## src/srd_strap_sampler.sv

```systemverilog
// strap decode package and the four-level strap sampler
`timescale 1ns/1ps
`default_nettype none

package srd_pkg;

	// ---------------------------------------------------------------
	// strap level coding
	// ---------------------------------------------------------------
	typedef enum logic [1:0] {
		SRD_LOW,
		SRD_RES_LOW,
		SRD_FLOAT,
		SRD_HIGH
	} srd_level_type;

	// pin voltage sampled as a fraction of the supply rail, full scale = rail
	localparam int          CODE_W        = 8;
	localparam int          FULL_SCALE    = 255;
	// thresholds in tenths of the rail
	localparam int          THR_LR_TENTHS = 2;
	localparam int          THR_RF_TENTHS = 5;
	localparam int          THR_FH_TENTHS = 8;
	localparam logic [7:0]  THR_LR        = 8'((FULL_SCALE * THR_LR_TENTHS) / 10);
	localparam logic [7:0]  THR_RF        = 8'((FULL_SCALE * THR_RF_TENTHS) / 10);
	localparam logic [7:0]  THR_FH        = 8'((FULL_SCALE * THR_FH_TENTHS) / 10);
	// open pin bias point, two thirds of the rail
	localparam logic [7:0]  OPEN_PIN_CODE = 8'((FULL_SCALE * 2) / 3);

	// ---------------------------------------------------------------
	// timing
	// ---------------------------------------------------------------
	localparam int          CLK_PERIOD_PS    = 8000;
	localparam int          SETTLE_NS        = 1000;
	localparam int          SETTLE_CYCLES    = (SETTLE_NS * 1000 + CLK_PERIOD_PS - 1) / CLK_PERIOD_PS;
	localparam int          SETTLE_W         = 8;
	localparam int          MGMT_READY_MS    = 50;
	localparam longint      MGMT_READY_CYCLES_L =
		(longint'(MGMT_READY_MS) * 64'd1000000000 + CLK_PERIOD_PS - 1) / CLK_PERIOD_PS;
	localparam int          MGMT_READY_CYCLES = int'(MGMT_READY_CYCLES_L);
	localparam int          MGMT_CNT_W        = 23;

	// ---------------------------------------------------------------
	// carriers
	// ---------------------------------------------------------------
	typedef struct packed {
		logic primary;
		logic secondary;
		logic secondary_en;
		logic loopback;
		logic loopback_en;
	} srd_route_type;

	// classify a sampled pin code into one of four levels
	function automatic srd_level_type classify(input logic [7:0] code);
		srd_level_type lvl;
		lvl = SRD_HIGH;
		if (code < THR_LR) begin
			lvl = SRD_LOW;
		end else if (code < THR_RF) begin
			lvl = SRD_RES_LOW;
		end else if (code < THR_FH) begin
			lvl = SRD_FLOAT;
		end
		return lvl;
	endfunction

	// a route select opens its output when strapped low (hard or resistor)
	function automatic logic route_open(input srd_level_type lvl);
		return (lvl == SRD_LOW) || (lvl == SRD_RES_LOW);
	endfunction

endpackage

module srd_strap_sampler (
	// clock, reset, enable
	input  wire logic                  ref_clk_i,
	input  wire logic                  rst_i,
	input  wire logic                  ce_i,
	// sampled pin level, asynchronous to the clock
	input  wire logic [7:0]            level_code_i,
	// decoded level
	output srd_pkg::srd_level_type     level_o
);

	logic [7:0]             code_s1;
	logic [7:0]             code_s2;
	srd_pkg::srd_level_type level;

	// two-stage synchroniser; the strap is static so bit skew only lasts a sample
	always_ff @(posedge ref_clk_i or posedge rst_i) begin
		if (rst_i) begin
			code_s1 <= srd_pkg::OPEN_PIN_CODE;
			code_s2 <= srd_pkg::OPEN_PIN_CODE;
		end else if (ce_i) begin
			code_s1 <= level_code_i;
			code_s2 <= code_s1;
		end
	end

	// classify into four levels, reset to the open-pin default
	always_ff @(posedge ref_clk_i or posedge rst_i) begin
		if (rst_i) begin
			level <= srd_pkg::SRD_FLOAT;
		end else if (ce_i) begin
			level <= srd_pkg::classify(code_s2);
		end
	end

	assign level_o = level;

	AST_STRAP_CLASSIFY: assert property (
		@(posedge ref_clk_i) disable iff (rst_i)
		ce_i |=> level == srd_pkg::classify($past(code_s2)))
		else $error("strap level does not match its sampled code");

	AST_OPEN_PIN_FLOAT: assert property (
		@(posedge ref_clk_i) disable iff (rst_i)
		(ce_i && code_s2 == srd_pkg::OPEN_PIN_CODE) |=> level == srd_pkg::SRD_FLOAT)
		else $error("open pin bias point not decoded as float");

endmodule

`default_nettype wire

```

## src/srd_route_top.sv

```systemverilog
// strap decode and output route selection for the reclocked host stream
`timescale 1ns/1ps
`default_nettype none

module srd_route_top #(
	parameter int MGMT_READY_CYCLES = srd_pkg::MGMT_READY_CYCLES,
	parameter int SETTLE_CYCLES     = srd_pkg::SETTLE_CYCLES
) (
	// clock, reset, enable
	input  wire logic                  ref_clk_i,
	input  wire logic                  rst_i,
	input  wire logic                  ce_i,
	// equalized host serial stream, from the pin side
	input  wire logic                  host_serial_input_i,
	// strap pin levels as fractions of the supply rail
	input  wire logic [7:0]            loopback_route_select_i,
	input  wire logic [7:0]            secondary_route_select_i,
	// line-side and host-side drivers
	output logic                       primary_line_output_o,
	output logic                       secondary_line_output_o,
	output logic                       secondary_line_enable_o,
	output logic                       host_loopback_output_o,
	output logic                       host_loopback_enable_o,
	// status
	output srd_pkg::srd_level_type     loopback_route_state_o,
	output srd_pkg::srd_level_type     secondary_route_state_o,
	output logic                       straps_locked_o,
	output logic                       mgmt_port_ready_o
);

	// ---------------------------------------------------------------
	// elaboration checks
	// ---------------------------------------------------------------
	// refuse counts that the counters cannot hold
	if (MGMT_READY_CYCLES < 1 || MGMT_READY_CYCLES >= (1 << srd_pkg::MGMT_CNT_W)) begin
		$error("MGMT_READY_CYCLES out of counter range");
	end
	if (SETTLE_CYCLES < 4 || SETTLE_CYCLES >= (1 << srd_pkg::SETTLE_W)) begin
		$error("SETTLE_CYCLES must cover the sampler latency and fit its counter");
	end

	typedef enum logic {
		SRD_SETTLE,
		SRD_LOCKED
	} srd_lock_state_type;

	srd_lock_state_type                   lock_state;
	logic [srd_pkg::SETTLE_W-1:0]         settle_cnt;
	logic [srd_pkg::MGMT_CNT_W-1:0]       ready_cnt;
	logic                                 mgmt_ready;
	logic                                 straps_locked;
	logic                                 data_s1;
	logic                                 data_s2;
	srd_pkg::srd_level_type               lb_live;
	srd_pkg::srd_level_type               sec_live;
	srd_pkg::srd_level_type               lb_held;
	srd_pkg::srd_level_type               sec_held;
	srd_pkg::srd_route_type               route;

	// ---------------------------------------------------------------
	// strap sampling
	// ---------------------------------------------------------------
	srd_strap_sampler u_lb_strap (
		.ref_clk_i    (ref_clk_i),
		.rst_i        (rst_i),
		.ce_i         (ce_i),
		.level_code_i (loopback_route_select_i),
		.level_o      (lb_live)
	);

	srd_strap_sampler u_sec_strap (
		.ref_clk_i    (ref_clk_i),
		.rst_i        (rst_i),
		.ce_i         (ce_i),
		.level_code_i (secondary_route_select_i),
		.level_o      (sec_live)
	);

	// wait for the synchronised straps to settle, then freeze them
	always_ff @(posedge ref_clk_i or posedge rst_i) begin
		if (rst_i) begin
			lock_state <= SRD_SETTLE;
			settle_cnt <= '0;
			straps_locked <= 1'b0;
			lb_held    <= srd_pkg::SRD_FLOAT;
			sec_held   <= srd_pkg::SRD_FLOAT;
		end else if (ce_i) begin
			case (lock_state)
				SRD_SETTLE: begin
					if (settle_cnt == srd_pkg::SETTLE_W'(SETTLE_CYCLES - 1)) begin
						lb_held    <= lb_live;
						sec_held   <= sec_live;
						lock_state <= SRD_LOCKED;
						straps_locked <= 1'b1; // status flag from its own flop
					end else begin
						settle_cnt <= settle_cnt + 1'b1;
					end
				end
				SRD_LOCKED: begin
					lock_state <= SRD_LOCKED; // held until the next reset
				end
				default: begin
					lock_state <= SRD_SETTLE;
				end
			endcase
		end
	end

	// ---------------------------------------------------------------
	// management port readiness after power-on
	// ---------------------------------------------------------------
	always_ff @(posedge ref_clk_i or posedge rst_i) begin
		if (rst_i) begin
			ready_cnt  <= '0;
			mgmt_ready <= 1'b0;
		end else if (ce_i && !mgmt_ready) begin
			if (ready_cnt == srd_pkg::MGMT_CNT_W'(MGMT_READY_CYCLES - 1)) begin
				mgmt_ready <= 1'b1;
			end else begin
				ready_cnt <= ready_cnt + 1'b1;
			end
		end
	end

	// ---------------------------------------------------------------
	// data path
	// ---------------------------------------------------------------
	// reclock the host stream onto the device clock
	always_ff @(posedge ref_clk_i or posedge rst_i) begin
		if (rst_i) begin
			data_s1 <= 1'b0;
			data_s2 <= 1'b0;
		end else if (ce_i) begin
			data_s1 <= host_serial_input_i;
			data_s2 <= data_s1;
		end
	end

	// route the reclocked stream to the drivers chosen by the held straps
	always_ff @(posedge ref_clk_i or posedge rst_i) begin
		if (rst_i) begin
			route <= '0;
		end else if (ce_i) begin
			route.primary      <= data_s2;
			route.secondary_en <= (lock_state == SRD_LOCKED) && srd_pkg::route_open(sec_held);
			route.secondary    <= (lock_state == SRD_LOCKED) && srd_pkg::route_open(sec_held)
				&& data_s2;
			route.loopback_en  <= (lock_state == SRD_LOCKED) && srd_pkg::route_open(lb_held);
			route.loopback     <= (lock_state == SRD_LOCKED) && srd_pkg::route_open(lb_held)
				&& data_s2;
		end
	end

	// outputs straight from flip-flops
	assign primary_line_output_o   = route.primary;
	assign secondary_line_output_o = route.secondary;
	assign secondary_line_enable_o = route.secondary_en;
	assign host_loopback_output_o  = route.loopback;
	assign host_loopback_enable_o  = route.loopback_en;
	assign loopback_route_state_o  = lb_held;
	assign secondary_route_state_o = sec_held;
	assign straps_locked_o         = straps_locked;
	assign mgmt_port_ready_o       = mgmt_ready;

	// ---------------------------------------------------------------
	// checks
	// ---------------------------------------------------------------
	AST_PRIMARY_ALWAYS: assert property (
		@(posedge ref_clk_i) disable iff (rst_i)
		ce_i ##1 ce_i ##1 ce_i |=> route.primary == $past(host_serial_input_i, 3))
		else $error("primary output does not follow the host input");

	AST_LOOPBACK_SAME_DATA: assert property (
		@(posedge ref_clk_i) disable iff (rst_i)
		route.loopback_en |-> route.loopback == route.primary)
		else $error("loop-back data differs from primary line data");

	AST_SECONDARY_ROUTE: assert property (
		@(posedge ref_clk_i) disable iff (rst_i)
		(ce_i && lock_state == SRD_LOCKED) |=>
			route.secondary_en == srd_pkg::route_open(sec_held)
			&& route.secondary == (route.secondary_en && route.primary))
		else $error("secondary output route wrong for its strap");

	AST_LOOPBACK_ROUTE: assert property (
		@(posedge ref_clk_i) disable iff (rst_i)
		(ce_i && lock_state == SRD_LOCKED && lb_held == srd_pkg::SRD_HIGH) |=>
			!route.loopback_en && !route.loopback)
		else $error("loop-back enabled while its strap is high");

	AST_NO_ROUTE_BEFORE_LOCK: assert property (
		@(posedge ref_clk_i) disable iff (rst_i)
		lock_state == SRD_SETTLE |=> !route.secondary_en && !route.loopback_en)
		else $error("route enabled before straps were held");

	AST_STRAPS_HELD: assert property (
		@(posedge ref_clk_i) disable iff (rst_i)
		lock_state == SRD_LOCKED |=> lock_state == SRD_LOCKED
			&& $stable(lb_held) && $stable(sec_held))
		else $error("held strap state changed after lock");

	AST_MGMT_NOT_EARLY: assert property (
		@(posedge ref_clk_i) disable iff (rst_i)
		mgmt_ready |-> ready_cnt == srd_pkg::MGMT_CNT_W'(MGMT_READY_CYCLES - 1))
		else $error("management ready raised before the power-on wait");

endmodule

`default_nettype wire

```

## config.mk

```make
export PLATFORM = sky130hd
export DESIGN_NAME = srd_route_top
export DESIGN_NICKNAME = d
export VERILOG_FILES = /design/src/srd_strap_sampler.sv /design/src/srd_route_top.sv
export SDC_FILE = /design/constraint.sdc
export NUM_CORES = 1
export LEC_CHECK = 0
export BUFFER_PORTS_ARGS = -buffer_cell sky130_fd_sc_hd__buf_4
export CAP_MARGIN = 30
export CORE_MARGIN = 1.5
export CORE_UTILIZATION = 53
export DETAILED_ROUTE_END_ITERATION = 7
export PLACE_DENSITY = 0.74
export SLEW_MARGIN = 20
export SYNTH_ARGS = -nofsm -noshare
export SYNTH_HDL_FRONTEND = slang
export SYNTH_SLANG_ARGS = --single-unit
```

## constraint.sdc

```tcl
create_clock -name ref_clk_i -period 2.1 [get_ports ref_clk_i]
set_input_delay 0.105 -clock ref_clk_i [delete_from_list [all_inputs] [get_ports ref_clk_i]]
set_output_delay 0.105 -clock ref_clk_i [all_outputs]
set_load 0.01 [all_outputs]
```

==> impl_metrics.ini <==
[worst_hold_path]
min_from = ce_i
holdCritPathClass = in2reg

[global_route]
grt-ovfl-total = 0
grt_use_total_pct = 19.96
grt_max_degree = 82
grt_pass1_vias = 2400
grt_pass1_wl_um = 11160
antenna_found_initial = 0

[worst_setup_path]
rrSetupSlack_ns = 0.03
r2r_start = ready_cnt[4]$_DFFE_PP0P_
cp-end-kind = register
cp_slowest_stage_delay_ns = 0.53
path_cells = or4_1 > or4_4 > o31ai_4 > mux2_4
cp-startpoint = ready_cnt[4]$_DFFE_PP0P_
cp_data_required_time_ns = 2.34
critPathMaxFanout = 4
cp_slowest_cell = or4_1
start_kind = register
worstSetupPathType = reg2reg
arrival_ns = 2.31

[clocking]
clk_pin_slew_ns = 0.08
clock_sinks = 81
clk_latency_ns = 0.35
numCtsBuffers = 9
cts_tree = done
cts_buffer_depth = 2
htree_levels = 3
cts-root-buf = clkbuf_8

[layout]
final_cells = 425
area_growth_pct = 23.91
multi_input_area_um2 = 1384
antenna_cells = 0
final_layout_size_suffix_gt1_share_pct = 37.07
nets = 366
final_core_util_pct = 68.12
seq_area_um2 = 2052
fillers = 443

[timing]
relSlewSlack_pct = 63.08
timing.final.max_slew_violations = 0
setup_violations = 0
rsz0062_at_grt = true
fmax_ghz = 0.4842
finalHoldViolCount = 0
fin_worst_skew_ns = 0.007988
timing.final.crit_share_pct = 98.35
worstMarginPinSlew_ns = 0.5538
fin_crit_ns = 2.065
fin_ws_ns = 0.03475
holdWs_ns = 0.01461

[run]
drv_cap = 0

[die]
die_x_um = 84.16
die_h_um = 84.16
io_pins = 31
row_count = 29
start_util_pct = 54.98
die_area_um2 = 7082
core-area_um2 = 6350

[synth]
synthArstFlopShare_pct = 100.0
synth_most_common_cell = dfrtp_1
yosysTopAreaCell = dfrtp_1
ys_ff_latch = 81
synth_edf_count = 0
yosysWarnings = 0
netlist_instances = 276
synth_nets = 299
synth_area_um2 = 3491
yosysUniqueCellTypes = 42
synth_commonest_cells = dfrtp_1, mux2_2, xnor2_1, dfstp_2, nand2_1
synth_ff_type = dfrtp_1
synth_top_cells_by_area = dfrtp_1, dfstp_2, mux2_2, xnor2_1, nand4_1
seq_area_frac_synth_pct = 58.78
synth_top_area_share_pct = 43.73
syn_avg_cell_area_um2 = 12.65

[route]
initialDrtViolationCount = 141
route.detailed.drc = 0
wl_per_cell_um = 14.95
drtPass1Iterations = 4
viasPerCell = 5.504
ant_nets = 0
vias = 2339
finalWirelength_um = 6355

[pwr]
peakVddDrop_v = 0.0006772
p_per_area_nw_per_um2 = 869.0
p_leak_nw = 1.863

[placed_design]
dpl.hpwl_um = 4015
post-place-cells = 390
io_buffers = 30
gp_congestion = 0.8503
pre_cts_ws_ns = -0.05023

[run_status]
status = complete, no violations
-- per-layer routing --
layer	wire length (µm)	GRT usage [%]	up-vias
li1	-	-	1126
met1	2995	26.24	1165
met2	3043	32.00	40
met3	218	5.408	8
met4	97	7.452	0
met5	0	0	-
-- registers in the layout, summed over array words and instances (netlist names) --
| name | flops |
|---|---|
| ready_cnt | 23 |
| settle_cnt | 8 |
| u_lb_strap.code_s1 | 8 |
| u_lb_strap.code_s2 | 8 |
| u_sec_strap.code_s1 | 8 |
| u_sec_strap.code_s2 | 8 |
| loopback_route_state_o | 2 |
| secondary_route_state_o | 2 |
| u_lb_strap.level_o | 2 |
| u_sec_strap.level_o | 2 |
| data_s1 | 1 |
| data_s2 | 1 |
| host_loopback_enable_o | 1 |
| host_loopback_output_o | 1 |
| lock_state | 1 |
| mgmt_port_ready_o | 1 |
| primary_line_output_o | 1 |
| secondary_line_enable_o | 1 |
| secondary_line_output_o | 1 |
| straps_locked_o | 1 |
-- critical path: cells and delay by family (launching register included) --
family             cells  cell delay, ns
AOI/OAI and AO/OA      1            0.22
DFF                    1            0.41
and+or+nand+nor        2            1.01
muxes                  1            0.31
-- power breakdown --
part	internal [mW]	total [mW]	switching [mW]
combinational	0.318	0.555	0.237
sequential	1.78	1.94	0.160
clock	0.703	1.26	0.559
total	2.80	3.76	0.956
-- kinds of logic after synthesis --
kind of cell,Yosys count,synth area share (%)
and+or+nand+nor,82,13.01
DFF,81,58.78
muxes,39,12.69
AOI/OAI and AO/OA,29,6.201
xor gates and xnor gates,26,6.523
buffers and inverters,16,1.720
adders and majority gates,3,1.075
-- timing repair --
item | CTS | global route
pin swaps | 1 | 0
setup endpoints to repair | 6 | 3
setup buffers | 0 | 1
endpoints found under the hold margin | 78 | 0
gates resized for setup | 1 | 0
hold buffers | 18 | 0
-- cell type report --
cell class	count	share of cell area [%]
repair buffers	62	12.09
flip-flops and latches	81	47.44
well taps	77	2.227
inverters	10	0.9546
multi-input cells	179	31.99
clock inverters	6	2.112
clock buffers	10	3.182
-- cells in the final DEF, fill, tap and decap left out, drive strengths merged, types with 2 or more instances in the layout --
| cell | Yosys | routed |
|---|---|---|
| a211o | 2 | 2 |
| a211oi | 2 | 2 |
| a21oi | 2 | 2 |
| a31oi | 2 | 2 |
| a41oi | 3 | 3 |
| and3 | 6 | 6 |
| and4 | 3 | 3 |
| buf | 4 | 44 |
| bufinv | 0 | 2 |
| clkbuf | 2 | 10 |
| clkinvlp | 0 | 4 |
| dfrtp | 61 | 61 |
| dfstp | 20 | 20 |
| dlygate4sd3 | 0 | 18 |
| ha | 3 | 3 |
| inv | 10 | 9 |
| mux2 | 39 | 39 |
| nand2 | 17 | 17 |
| nand2b | 4 | 4 |
| nand3 | 10 | 10 |
| nand4 | 11 | 11 |
| nor2 | 9 | 9 |
| nor3 | 5 | 5 |
| nor4 | 4 | 4 |
| o21ai | 8 | 8 |
| o311ai | 2 | 2 |
| o31ai | 4 | 4 |
| o32ai | 2 | 2 |
| or2 | 3 | 3 |
| or3 | 3 | 3 |
| or4 | 2 | 2 |
| xnor2 | 21 | 21 |
| xor2 | 5 | 5 |
-- per-stage QoR --
step	TNS (ns)	instance area, µm²	power, mW
after floorplan	-0.01635	3495	2.284
after global placement	-0.03049	3904	2.453
after detailed placement	-0.07780	3904	2.483
after CTS	0	4318	3.783
after global routing	-0.06867	4325	3.934
final	0	4325	3.759
-- final timing paths --
kind                                                                to  cells past startpoint
min in group asynchronous                mgmt_port_ready_o$_DFFE_PP0P_                      4
worst max register to register                ready_cnt[1]$_DFFE_PP0P_                      4
worst min-delay path                     mgmt_port_ready_o$_DFFE_PP0P_                      2
max in group asynchronous       secondary_route_state_o[1]$_DFFE_PP1P_                      4
worst max-delay path                          ready_cnt[1]$_DFFE_PP0P_                      4
worst min register to register               ready_cnt[16]$_DFFE_PP0P_                      1
Note: power is estimated with default switching activity, not from simulation.
